## config.mk

```make
export PLATFORM = sky130hd
export DESIGN_NAME = fpe_flash_ctrl
export DESIGN_NICKNAME = d
export VERILOG_FILES = /design/src/rtl/fpe_pkg.sv /design/src/rtl/fpe_flash_ctrl.sv
export VERILOG_INCLUDE_DIRS = /design/src /design/src/rtl
export SDC_FILE = /design/constraint.sdc
export NUM_CORES = 1
export LEC_CHECK = 0
export BUFFER_PORTS_ARGS = -buffer_cell sky130_fd_sc_hd__clkbuf_2
export CAP_MARGIN = 20
export CORE_MARGIN = 2
export CORE_UTILIZATION = 40
export DETAILED_ROUTE_END_ITERATION = 12
export SLEW_MARGIN = 20
export SYNTH_ARGS = -nofsm -noshare
export SYNTH_HDL_FRONTEND = slang
export SYNTH_SLANG_ARGS = --single-unit
```

## constraint.sdc

```tcl
create_clock -name ref_clk -period 7.85 [get_ports ref_clk]
set_clock_uncertainty 0.15 [all_clocks]
set_input_delay 1.57 -clock ref_clk [delete_from_list [all_inputs] [get_ports ref_clk]]
set_output_delay 1.57 -clock ref_clk [all_outputs]
set_load 0.05 [all_outputs]
```

## src/rtl/fpe_regs.svh

```systemverilog
// Register offsets, field positions, reset values and timing counts
// for the flash program/erase controller. Definitions only.
`ifndef FPE_REGS_SVH
`define FPE_REGS_SVH

// Register offsets on the plain register port (16-bit registers)
`define FPE_ADDR_CTRL       4'h0
`define FPE_ADDR_KEY        4'h2

// Control register fields
`define FPE_BIT_START       15
`define FPE_BIT_ENABLE      14
`define FPE_BIT_ERROR       13
`define FPE_BIT_PROGRAM_ONLY_ENABLE     12
`define FPE_BIT_ERASE       6
`define FPE_CTRL_RESET      16'h0000

// Unlock key values
`define FPE_KEY_FIRST       16'h0055
`define FPE_KEY_SECOND      16'h00aa

// Operation codes (full codes and upper-nibble patterns)
`define FPE_CODE_ERASE4     6'h1a
`define FPE_CODE_ERASE2     6'h19
`define FPE_CODE_ERASE1     6'h18
`define FPE_PAT_BOOT        4'ha
`define FPE_PAT_ALL         4'h9
`define FPE_PAT_CFG         4'h5
`define FPE_PAT_EEPROM      4'h4
`define FPE_PAT_GENERAL     4'h3
`define FPE_PAT_PROG        4'h1

// Row geometry: one row spans 64 address units (32 words, step 2)
`define FPE_ROW_SHIFT       6
`define FPE_ROW_WORDS       32

// Self-timed durations
`define FPE_CLK_PERIOD_NS   10
`define FPE_ERASE_TIME_NS   2000000
`define FPE_PROG_TIME_NS    2000000
`define FPE_ERASE_CYC       ((`FPE_ERASE_TIME_NS + `FPE_CLK_PERIOD_NS - 1) / `FPE_CLK_PERIOD_NS)
`define FPE_PROG_CYC        ((`FPE_PROG_TIME_NS + `FPE_CLK_PERIOD_NS - 1) / `FPE_CLK_PERIOD_NS)

`endif

```

## src/rtl/fpe_pkg.sv

```systemverilog
// Types shared by the flash program/erase controller.
// Assumes fpe_regs.svh supplies the numeric constants.
package fpe_pkg;

   // Array operation selected at start
   typedef enum logic [3:0] {
      FPE_OP_NONE       = 4'h0,
      FPE_OP_ROW_PROG   = 4'h1,
      FPE_OP_ERASE_1ROW = 4'h2,
      FPE_OP_ERASE_2ROW = 4'h3,
      FPE_OP_ERASE_4ROW = 4'h4,
      FPE_OP_ERASE_CFG  = 4'h5,
      FPE_OP_ERASE_EE   = 4'h6,
      FPE_OP_ERASE_GEN  = 4'h7,
      FPE_OP_ERASE_BOOT = 4'h8,
      FPE_OP_ERASE_ALL  = 4'h9
   } fpe_op_t;

   // Unlock tracking states
   typedef enum logic [2:0] {
      FPE_KEY_IDLE = 3'b001,
      FPE_KEY_HALF = 3'b010,
      FPE_KEY_OPEN = 3'b100
   } fpe_key_state_t;

   // Sequencer states
   typedef enum logic [1:0] {
      FPE_SEQ_IDLE = 2'b01,
      FPE_SEQ_RUN  = 2'b10
   } fpe_seq_state_t;

   // Register port request
   typedef struct packed {
      logic [3:0]  addr;
      logic [15:0] wdata;
      logic        wr;
      logic        rd;
   } fpe_bus_req_t;

   // Command to the flash array
   typedef struct packed {
      fpe_op_t     op;
      logic [23:0] addr;
      logic        pgm_only;
   } fpe_flash_cmd_t;

endpackage : fpe_pkg

```

## src/rtl/fpe_flash_ctrl.sv

```systemverilog
// Flash program/erase controller: control register, unlock key,
// holding latches and self-timed sequencer with processor stall.
// Assumes the register port and latch port run on ref_clk; the serial
// programming mode pin is asynchronous and is synchronised here.
//
// Chosen here: the address-and-strobe port and the placing of the registers.
`timescale 1ns/1ns
`include "fpe_regs.svh"

// Functional notes
// - No operation starts without prior unlock
// - Key register reads back as zero
// - Start bit launches, hardware clears on completion
// - Software cannot clear the start bit
// - Processor stalled while operation runs
// - Enable bit zero inhibits all operations
// - Error flag on improper start; clear when normal
// - Erase bit picks erase or program
// - Codes erase four, two, one rows
// - Codes erase config, EEPROM, general blocks
// - Boot and full erase only in serial mode
// - Program code writes one row from latches
// - Unassigned codes perform no operation
// - Table pointer selects affected rows
// - Program-only bit applies to EEPROM only
// - Unlock opens control write for one cycle; here only the start bit is gated, other fields write freely
// - Table writes held in latches until start
// - Row blocks aligned to their own size
module fpe_flash_ctrl
   import fpe_pkg::*;
#(
   parameter int unsigned ERASE_CYC = `FPE_ERASE_CYC,
   parameter int unsigned PROG_CYC  = `FPE_PROG_CYC
) (
   // Clock and reset
   input  wire logic           ref_clk,
   input  wire logic           rst_b,
   // Register port
   input  wire fpe_bus_req_t   bus_req,
   output logic [15:0]         bus_rdata,
   // Table pointer from the core
   input  wire logic [7:0]     table_page_pointer,
   input  wire logic [15:0]    table_offset,
   // Table-write latch port
   input  wire logic           latch_wr,
   input  wire logic [4:0]     latch_idx,
   input  wire logic [23:0]    latch_data,
   // Serial programming mode pin
   input  wire logic           serial_prog_pin,
   // Flash array side
   output fpe_flash_cmd_t      flash_cmd,
   output logic                flash_start,
   output logic                flash_busy,
   output logic                flash_wr_valid,
   output logic [4:0]          flash_wr_idx,
   output logic [23:0]         flash_wr_data,
   // Core side
   output logic                cpu_stall
);

   // Decode erase bit and code into an operation
   function automatic fpe_op_t fpe_decode(input logic       erase,
                                          input logic [5:0] code,
                                          input logic       serial);
      fpe_op_t op;
      op = FPE_OP_NONE;
      if (!erase) begin
         if (code[5:2] == `FPE_PAT_PROG) begin
            op = FPE_OP_ROW_PROG;
         end
      end else begin
         if (code == `FPE_CODE_ERASE4) begin
            op = FPE_OP_ERASE_4ROW;
         end else if (code == `FPE_CODE_ERASE2) begin
            op = FPE_OP_ERASE_2ROW;
         end else if (code == `FPE_CODE_ERASE1) begin
            op = FPE_OP_ERASE_1ROW;
         end else if (code[5:2] == `FPE_PAT_CFG) begin
            op = FPE_OP_ERASE_CFG;
         end else if (code[5:2] == `FPE_PAT_EEPROM) begin
            op = FPE_OP_ERASE_EE;
         end else if (code[5:2] == `FPE_PAT_GENERAL) begin
            op = FPE_OP_ERASE_GEN;
         end else if (serial && code[5:2] == `FPE_PAT_BOOT) begin
            op = FPE_OP_ERASE_BOOT;
         end else if (serial && code[5:2] == `FPE_PAT_ALL) begin
            op = FPE_OP_ERASE_ALL;
         end
      end
      return op;
   endfunction : fpe_decode

   // Align a pointer down to the block size of a row operation; other operations pass it unchanged
   function automatic logic [23:0] fpe_align(input logic [23:0] addr,
                                             input fpe_op_t     op);
      logic [23:0] mask;
      mask = 24'hffffff;
      unique case (op)
         FPE_OP_ROW_PROG,
         FPE_OP_ERASE_1ROW : mask = 24'hffffff << `FPE_ROW_SHIFT;
         FPE_OP_ERASE_2ROW : mask = 24'hffffff << (`FPE_ROW_SHIFT + 1);
         FPE_OP_ERASE_4ROW : mask = 24'hffffff << (`FPE_ROW_SHIFT + 2);
         default           : mask = 24'hffffff;
      endcase
      return addr & mask;
   endfunction : fpe_align

   fpe_key_state_t  key_ff;
   fpe_key_state_t  nxt_key;
   fpe_seq_state_t  seq_ff;
   logic            ser_meta_ff;
   logic            ser_sync_ff;
   logic            start_ff;
   logic            enable_ff;
   logic            error_ff;
   logic            program_only_enable_ff;
   logic            erase_ff;
   logic [5:0]      code_ff;
   logic [31:0]     tmr_ff;
   logic [4:0]      strm_ff;
   logic            strm_on_ff;
   logic [15:0]     rdata_ff;
   fpe_flash_cmd_t  cmd_ff;
   logic            fstart_ff;
   logic            wvalid_ff;
   logic [4:0]      widx_ff;
   logic [23:0]     wdata_ff;
   logic [23:0]     latch_mem [`FPE_ROW_WORDS];
   logic            wr_ctrl;
   logic            wr_key;
   logic            start_try;
   logic            start_ok;
   logic            done;
   fpe_op_t         nxt_op;
   // Literal copy so reset fields can be bit-selected
   localparam logic [15:0] CTRL_RST = `FPE_CTRL_RESET;

   // Port decode and start qualification
   assign wr_ctrl   = bus_req.wr && (bus_req.addr == `FPE_ADDR_CTRL);
   assign wr_key    = bus_req.wr && (bus_req.addr == `FPE_ADDR_KEY);
   assign start_try = wr_ctrl && bus_req.wdata[`FPE_BIT_START] && !start_ff;
   assign start_ok  = start_try && (key_ff == FPE_KEY_OPEN)
                      && bus_req.wdata[`FPE_BIT_ENABLE];
   assign nxt_op    = fpe_decode(bus_req.wdata[`FPE_BIT_ERASE], bus_req.wdata[5:0],
                                 ser_sync_ff);
   assign done      = (seq_ff == FPE_SEQ_RUN) && (tmr_ff == 32'h1);

   // Mode pin synchroniser; only the second stage is used
   always_ff @(posedge ref_clk or negedge rst_b) begin
      if (!rst_b) begin
         ser_meta_ff <= 1'b0;
         ser_sync_ff <= 1'b0;
      end else begin
         ser_meta_ff <= serial_prog_pin;
         ser_sync_ff <= ser_meta_ff;
      end
   end

   // Unlock tracker: any write other than a key write of either key value breaks a half sequence
   always_comb begin
      nxt_key = FPE_KEY_IDLE;
      unique case (key_ff)
         FPE_KEY_IDLE : begin
            if (wr_key && bus_req.wdata == `FPE_KEY_FIRST) begin
               nxt_key = FPE_KEY_HALF;
            end
         end
         FPE_KEY_HALF : begin
            if (!bus_req.wr) begin
               nxt_key = FPE_KEY_HALF;
            end else if (wr_key && bus_req.wdata == `FPE_KEY_SECOND) begin
               nxt_key = FPE_KEY_OPEN;
            end else if (wr_key && bus_req.wdata == `FPE_KEY_FIRST) begin
               nxt_key = FPE_KEY_HALF;
            end
         end
         FPE_KEY_OPEN : begin
            // Window lasts exactly one cycle
            if (wr_key && bus_req.wdata == `FPE_KEY_FIRST) begin
               nxt_key = FPE_KEY_HALF;
            end
         end
         default : nxt_key = FPE_KEY_IDLE;
      endcase
   end

   always_ff @(posedge ref_clk or negedge rst_b) begin
      if (!rst_b) begin
         key_ff <= FPE_KEY_IDLE;
      end else begin
         key_ff <= nxt_key;
      end
   end

   // Configuration bits; frozen while an operation runs
   always_ff @(posedge ref_clk or negedge rst_b) begin
      if (!rst_b) begin
         enable_ff  <= CTRL_RST[`FPE_BIT_ENABLE];
         program_only_enable_ff <= CTRL_RST[`FPE_BIT_PROGRAM_ONLY_ENABLE];
         erase_ff   <= CTRL_RST[`FPE_BIT_ERASE];
         code_ff    <= CTRL_RST[5:0];
      end else if (wr_ctrl && !start_ff) begin
         enable_ff  <= bus_req.wdata[`FPE_BIT_ENABLE];
         program_only_enable_ff <= bus_req.wdata[`FPE_BIT_PROGRAM_ONLY_ENABLE];
         erase_ff   <= bus_req.wdata[`FPE_BIT_ERASE];
         code_ff    <= bus_req.wdata[5:0];
      end
   end

   // Start bit: set only by a qualified write, cleared only by hardware
   always_ff @(posedge ref_clk or negedge rst_b) begin
      if (!rst_b) begin
         start_ff <= CTRL_RST[`FPE_BIT_START];
      end else if (start_ok) begin
         start_ff <= 1'b1;
      end else if (done) begin
         start_ff <= 1'b0;
      end
   end

   // Error flag: hardware set beats every clear
   always_ff @(posedge ref_clk or negedge rst_b) begin
      if (!rst_b) begin
         error_ff <= CTRL_RST[`FPE_BIT_ERROR];
      end else if (start_try && !start_ok) begin
         error_ff <= 1'b1;
      end else if (start_ok) begin
         error_ff <= 1'b0;
      end else if (wr_ctrl) begin
         error_ff <= bus_req.wdata[`FPE_BIT_ERROR];
      end
   end

   // Sequencer and operation timer
   always_ff @(posedge ref_clk or negedge rst_b) begin
      if (!rst_b) begin
         seq_ff <= FPE_SEQ_IDLE;
         tmr_ff <= 32'h0;
      end else begin
         unique case (seq_ff)
            FPE_SEQ_IDLE : begin
               if (start_ok) begin
                  seq_ff <= FPE_SEQ_RUN;
                  if (nxt_op == FPE_OP_NONE) begin
                     tmr_ff <= 32'h1;
                  end else if (nxt_op == FPE_OP_ROW_PROG) begin
                     tmr_ff <= 32'(PROG_CYC);
                  end else begin
                     tmr_ff <= 32'(ERASE_CYC);
                  end
               end
            end
            FPE_SEQ_RUN : begin
               tmr_ff <= tmr_ff - 32'h1;
               if (done) begin
                  seq_ff <= FPE_SEQ_IDLE;
               end
            end
         endcase
      end
   end

   // Command capture; a no-op never reaches the array
   always_ff @(posedge ref_clk or negedge rst_b) begin
      if (!rst_b) begin
         cmd_ff    <= '{op: FPE_OP_NONE, addr: 24'h0, pgm_only: 1'b0};
         fstart_ff <= 1'b0;
      end else begin
         fstart_ff <= start_ok && (nxt_op != FPE_OP_NONE);
         if (start_ok) begin
            cmd_ff.op       <= nxt_op;
            cmd_ff.addr     <= fpe_align({table_page_pointer, table_offset},
                                         nxt_op);
            cmd_ff.pgm_only <= bus_req.wdata[`FPE_BIT_PROGRAM_ONLY_ENABLE]
                               && (nxt_op == FPE_OP_ERASE_EE);
         end
      end
   end

   // Holding latches; locked while the array is busy
   always_ff @(posedge ref_clk) begin
      if (latch_wr && seq_ff == FPE_SEQ_IDLE) begin
         latch_mem[latch_idx] <= latch_data;
      end
   end

   // Stream latch contents to the array during a row program
   always_ff @(posedge ref_clk or negedge rst_b) begin
      if (!rst_b) begin
         strm_on_ff <= 1'b0;
         strm_ff    <= 5'h0;
         wvalid_ff  <= 1'b0;
         widx_ff    <= 5'h0;
         wdata_ff   <= 24'h0;
      end else begin
         if (start_ok && nxt_op == FPE_OP_ROW_PROG) begin
            strm_on_ff <= 1'b1;
            strm_ff    <= 5'h0;
         end else if (strm_on_ff) begin
            strm_ff <= strm_ff + 5'h1;
            if (strm_ff == 5'h1f) begin
               strm_on_ff <= 1'b0;
            end
         end
         wvalid_ff <= strm_on_ff;
         widx_ff   <= strm_ff;
         if (strm_on_ff) begin
            wdata_ff <= latch_mem[strm_ff];
         end
      end
   end

   // Read data one cycle after the strobe; key reads as zero
   always_ff @(posedge ref_clk or negedge rst_b) begin
      if (!rst_b) begin
         rdata_ff <= 16'h0;
      end else if (bus_req.rd) begin
         if (bus_req.addr == `FPE_ADDR_CTRL) begin
            rdata_ff <= {start_ff, enable_ff, error_ff, program_only_enable_ff, 5'h00,
                         erase_ff, code_ff};
         end else begin
            rdata_ff <= 16'h0;
         end
      end
   end

   // Outputs
   assign bus_rdata      = rdata_ff;
   assign flash_cmd      = cmd_ff;
   assign flash_start    = fstart_ff;
   assign flash_busy     = (seq_ff == FPE_SEQ_RUN);
   assign cpu_stall      = (seq_ff == FPE_SEQ_RUN);
   assign flash_wr_valid = wvalid_ff;
   assign flash_wr_idx   = widx_ff;
   assign flash_wr_data  = wdata_ff;
endmodule : fpe_flash_ctrl

```

==> results.toml <==
[logic_synthesis]
yosys.area.top_type = "sky130_fd_sc_hd__edfxtp_1"
number_of_enable_type_register_cells_in_the_synthesized_netlist = 768
synth_common_cells = "sky130_fd_sc_hd__edfxtp_1 (768), sky130_fd_sc_hd__mux4_2 (192), sky130_fd_sc_hd__dfrtp_1 (125), sky130_fd_sc_hd__nand2_1 (99), sky130_fd_sc_hd__o22ai_1 (98)"
synth-seq-area-share_pct = 76.1
syn_avg_cell_area_um2 = 19.6
summed_instance_area_of_the_synthesized_netlist_um2 = 34500
synth.lib_cells_used.distinct = 72
synth.top_cells.by_area = "sky130_fd_sc_hd__edfxtp_1 (67%), sky130_fd_sc_hd__mux4_2 (13%), sky130_fd_sc_hd__dfrtp_1 (9.1%), sky130_fd_sc_hd__o22ai_1 (1.8%), sky130_fd_sc_hd__mux2_2 (1.1%)"
synthArstFlopShare_pct = 14.2
yosys.cell_count.top_type = "sky130_fd_sc_hd__edfxtp_1"
synth.top_cell.area_share_pct = 66.8
synth.yosys.warnings = 0
synth_cells = 1761
postSynth.topFlopCell = "sky130_fd_sc_hd__edfxtp_1"
synth-seq-cells = 895

[sta]
worst_pin_slew_ns = 1.04
final-setup-viol-count = 0
finalHoldWorstSlack_ns = 0.203
maxSlewHeadroom_pct = 30.7
max_freq_mhz = 220
rsz0062_at_grt = "no"
final_min_period_over_clock_period_pct = 57.9
hold_viol_final = 0
fin_setup_tns_ns = 0
layout_min_cycle_time_ns = 4.55
timing.final.max_slew_violations = 0

[cts]
cts_resized = 0
cts-root-buf = "sky130_fd_sc_hd__clkbuf_16"
post_cts.repair.setup_buffers = 0
hold_buffers = 0
tritoncts = "done"
clk-insertion-delay-late_ns = 0.65
cts-root-to-sink-buffers = 3
cts_inserted_buffers = 90
clkSlewWorstSetupHoldPaths_ns = 0.06
cts.sinks = 895
htreeDepth = 3

[floorplanning]
die_height_um = 298
effective_utilization_at_floorplan_pct = 40.5
fp.dieW_um = 298
die_area_um2 = 88600
pin_count = 157
placementRows = 107
fp.coreArea_um2 = 85300

[finish]
final-seq-area_um2 = 26300
final_design_area_no_fill_um2 = 39500
n_antenna_cell = 0
design.final.nets = 2006
area.growth.synth_to_final_pct = 14.5
fillerInstances = 7195
post_route_cells_drive_above_1_share_pct = 29.0
total_area_of_multi_input_combinational_cells_um2 = 7970
finish.utilization_pct = 46.3

[pwr]
totalPowerFinal_uw = 9630
irDropWorstVdd_mv = 0.173
leakagePower_uw = 0.0133
power_density_nw_per_um2 = 244

[setup_path]
critical_path.startpoint_type = "flop"
critical_path.endpoint_type = "primary output"
rrSetupSlack_ns = 4.09
required_ns = 6.13
reg2reg_depth = 5
cp-startpoint = "seq_ff[0]"
critPathCapture = "flash_busy"
timing.critical_path.arrival_ns = 2.83
crit-reg2reg-capture = "flash_wr_data[17]"
path_class = "flop to primary output"
critical_path_top_delay_cell = "sky130_fd_sc_hd__clkinv_1"
crit_path_cell_trace = "nand2b_1 > buf_4 > clkinv_1 > clkbuf_2"
crit_path_max_incr_delay_ns = 0.77
crit_fanout = 42
r2r_start = "strm_ff[1]"

[drt]
routed_via_density = 5.73
vias = 17963
first_iter_violations = 2034
antenna_left = 0
route.final.wire_length_um = 83700
drcViolationCount = 0
wl_per_cell_um = 26.7
drt_pass1_iterations = 5

[grt]
first_global_vias = 17832
globalRoute.totalOverflow = 0
grt_first_pass_wirelength_um = 122000
grt_max_degree = 152
grt.total_usage_pct = 18.8
antenna_found_initial = 2

[run_status]
status = "finished clean"

[min_path]
whs_path_depth = 0
hold_start = "ser_meta_ff"
worst_hold_path_type = "flop to flop"

[placed_design]
gp_congestion = 0.837
hpwlAfterDp_um = 50400
placement.cell_area_um2 = 36600
io_buffer_count = 151

[flow_run]
drv_cap = 0
## area by class of cell
cell class	instances	area share (%)
Multi-Input combinational cell	753	20.2
Tap cell	1144	3.62
Clock buffer	105	5.90
Sequential cell	895	66.4
Timing Repair Buffer	163	2.24
Clock inverter	57	1.46
Inverter	20	0.190
## flip-flops by register name, summed over array words and instances (netlist names)
register,flops
ser_sync_ff,1
flash_wr_valid,1
strm_on_ff,1
tmr_ff,32
strm_ff,5
seq_ff,2
ser_meta_ff,1
start_ff,1
latch_mem,768
enable_ff,1
flash_wr_data,24
program_only_enable_ff,1
flash_start,1
code_ff,6
bus_rdata,11
erase_ff,1
error_ff,1
flash_wr_idx,5
key_ff,3
flash_cmd,29
## through the flow
step | cells | setup slack (ns)
6_report | 3137 | 3.30
5_1_grt | 3137 | 3.13
4_1_cts | 3136 | 3.28
3_5_place_dp | 2974 | 3.76
3_3_place_gp | 2974 | 3.81
2_1_floorplan | 1765 | 4.14
## layout by cell type, fill, tap and decap left out, types with 10 or more instances in the layout
master                      count
sky130_fd_sc_hd__o21ai_1       17
sky130_fd_sc_hd__clkbuf_16     91
sky130_fd_sc_hd__nor2_1        38
sky130_fd_sc_hd__nor4_1        32
sky130_fd_sc_hd__clkinv_2      19
sky130_fd_sc_hd__nand2_1       99
sky130_fd_sc_hd__nor3_1        16
sky130_fd_sc_hd__clkbuf_1      14
sky130_fd_sc_hd__mux2_2        33
sky130_fd_sc_hd__a21oi_1       17
sky130_fd_sc_hd__o21ai_0       45
sky130_fd_sc_hd__dfrtp_1      122
sky130_fd_sc_hd__inv_1         17
sky130_fd_sc_hd__o22ai_1       98
sky130_fd_sc_hd__mux4_2       192
sky130_fd_sc_hd__clkbuf_2     150
sky130_fd_sc_hd__edfxtp_1     768
sky130_fd_sc_hd__nand4_1       10
sky130_fd_sc_hd__nor2_4        32
sky130_fd_sc_hd__clkinv_1      18
## layer usage
metal	track usage, %	vias up	wire length [um]
met5	0	-	7
met4	4.64	2	1730
met3	3.16	99	6440
met2	28.1	736	37800
met1	28.9	9584	37800
li1	-	7542	-
## worst max-delay path, delay by kind of cell, from the launching register on
| kind | cells | cell delay, ns |
|---|---|---|
| buf+inv | 3 | 1.59 |
| flops | 1 | 0.52 |
| simple gates | 1 | 0.09 |
## worst min path at each step
stage | endpoint | slack (ns)
CTS | ser_sync_ff | 0.20
global route | ser_sync_ff | 0.20
global placement | ser_sync_ff | 0.20
detailed placement | ser_sync_ff | 0.19
finish | ser_sync_ff | 0.20
floorplan | ser_sync_ff | 0.18
## report_power, final
group	switching, uW	leakage [uW]	internal, uW
Sequential	9.01	0.00848	5200
Clock	1790	0.00142	2430
Combinational	161	0.00343	36.8
## cells by family after synthesis
logic type / Yosys count / share of synthesized area, %
AOI/OAI and AO/OA: 218 / 4.00
xor gates and xnor gates: 4 / 0.102
adders and majority gates: 4 / 0.145
buffers and inverters: 117 / 1.61
DFF: 895 / 76.1
muxes: 227 / 13.7
other: 1 / 0.0109
and+or+nand+nor: 295 / 4.41
(Power assumes the default switching activity.)
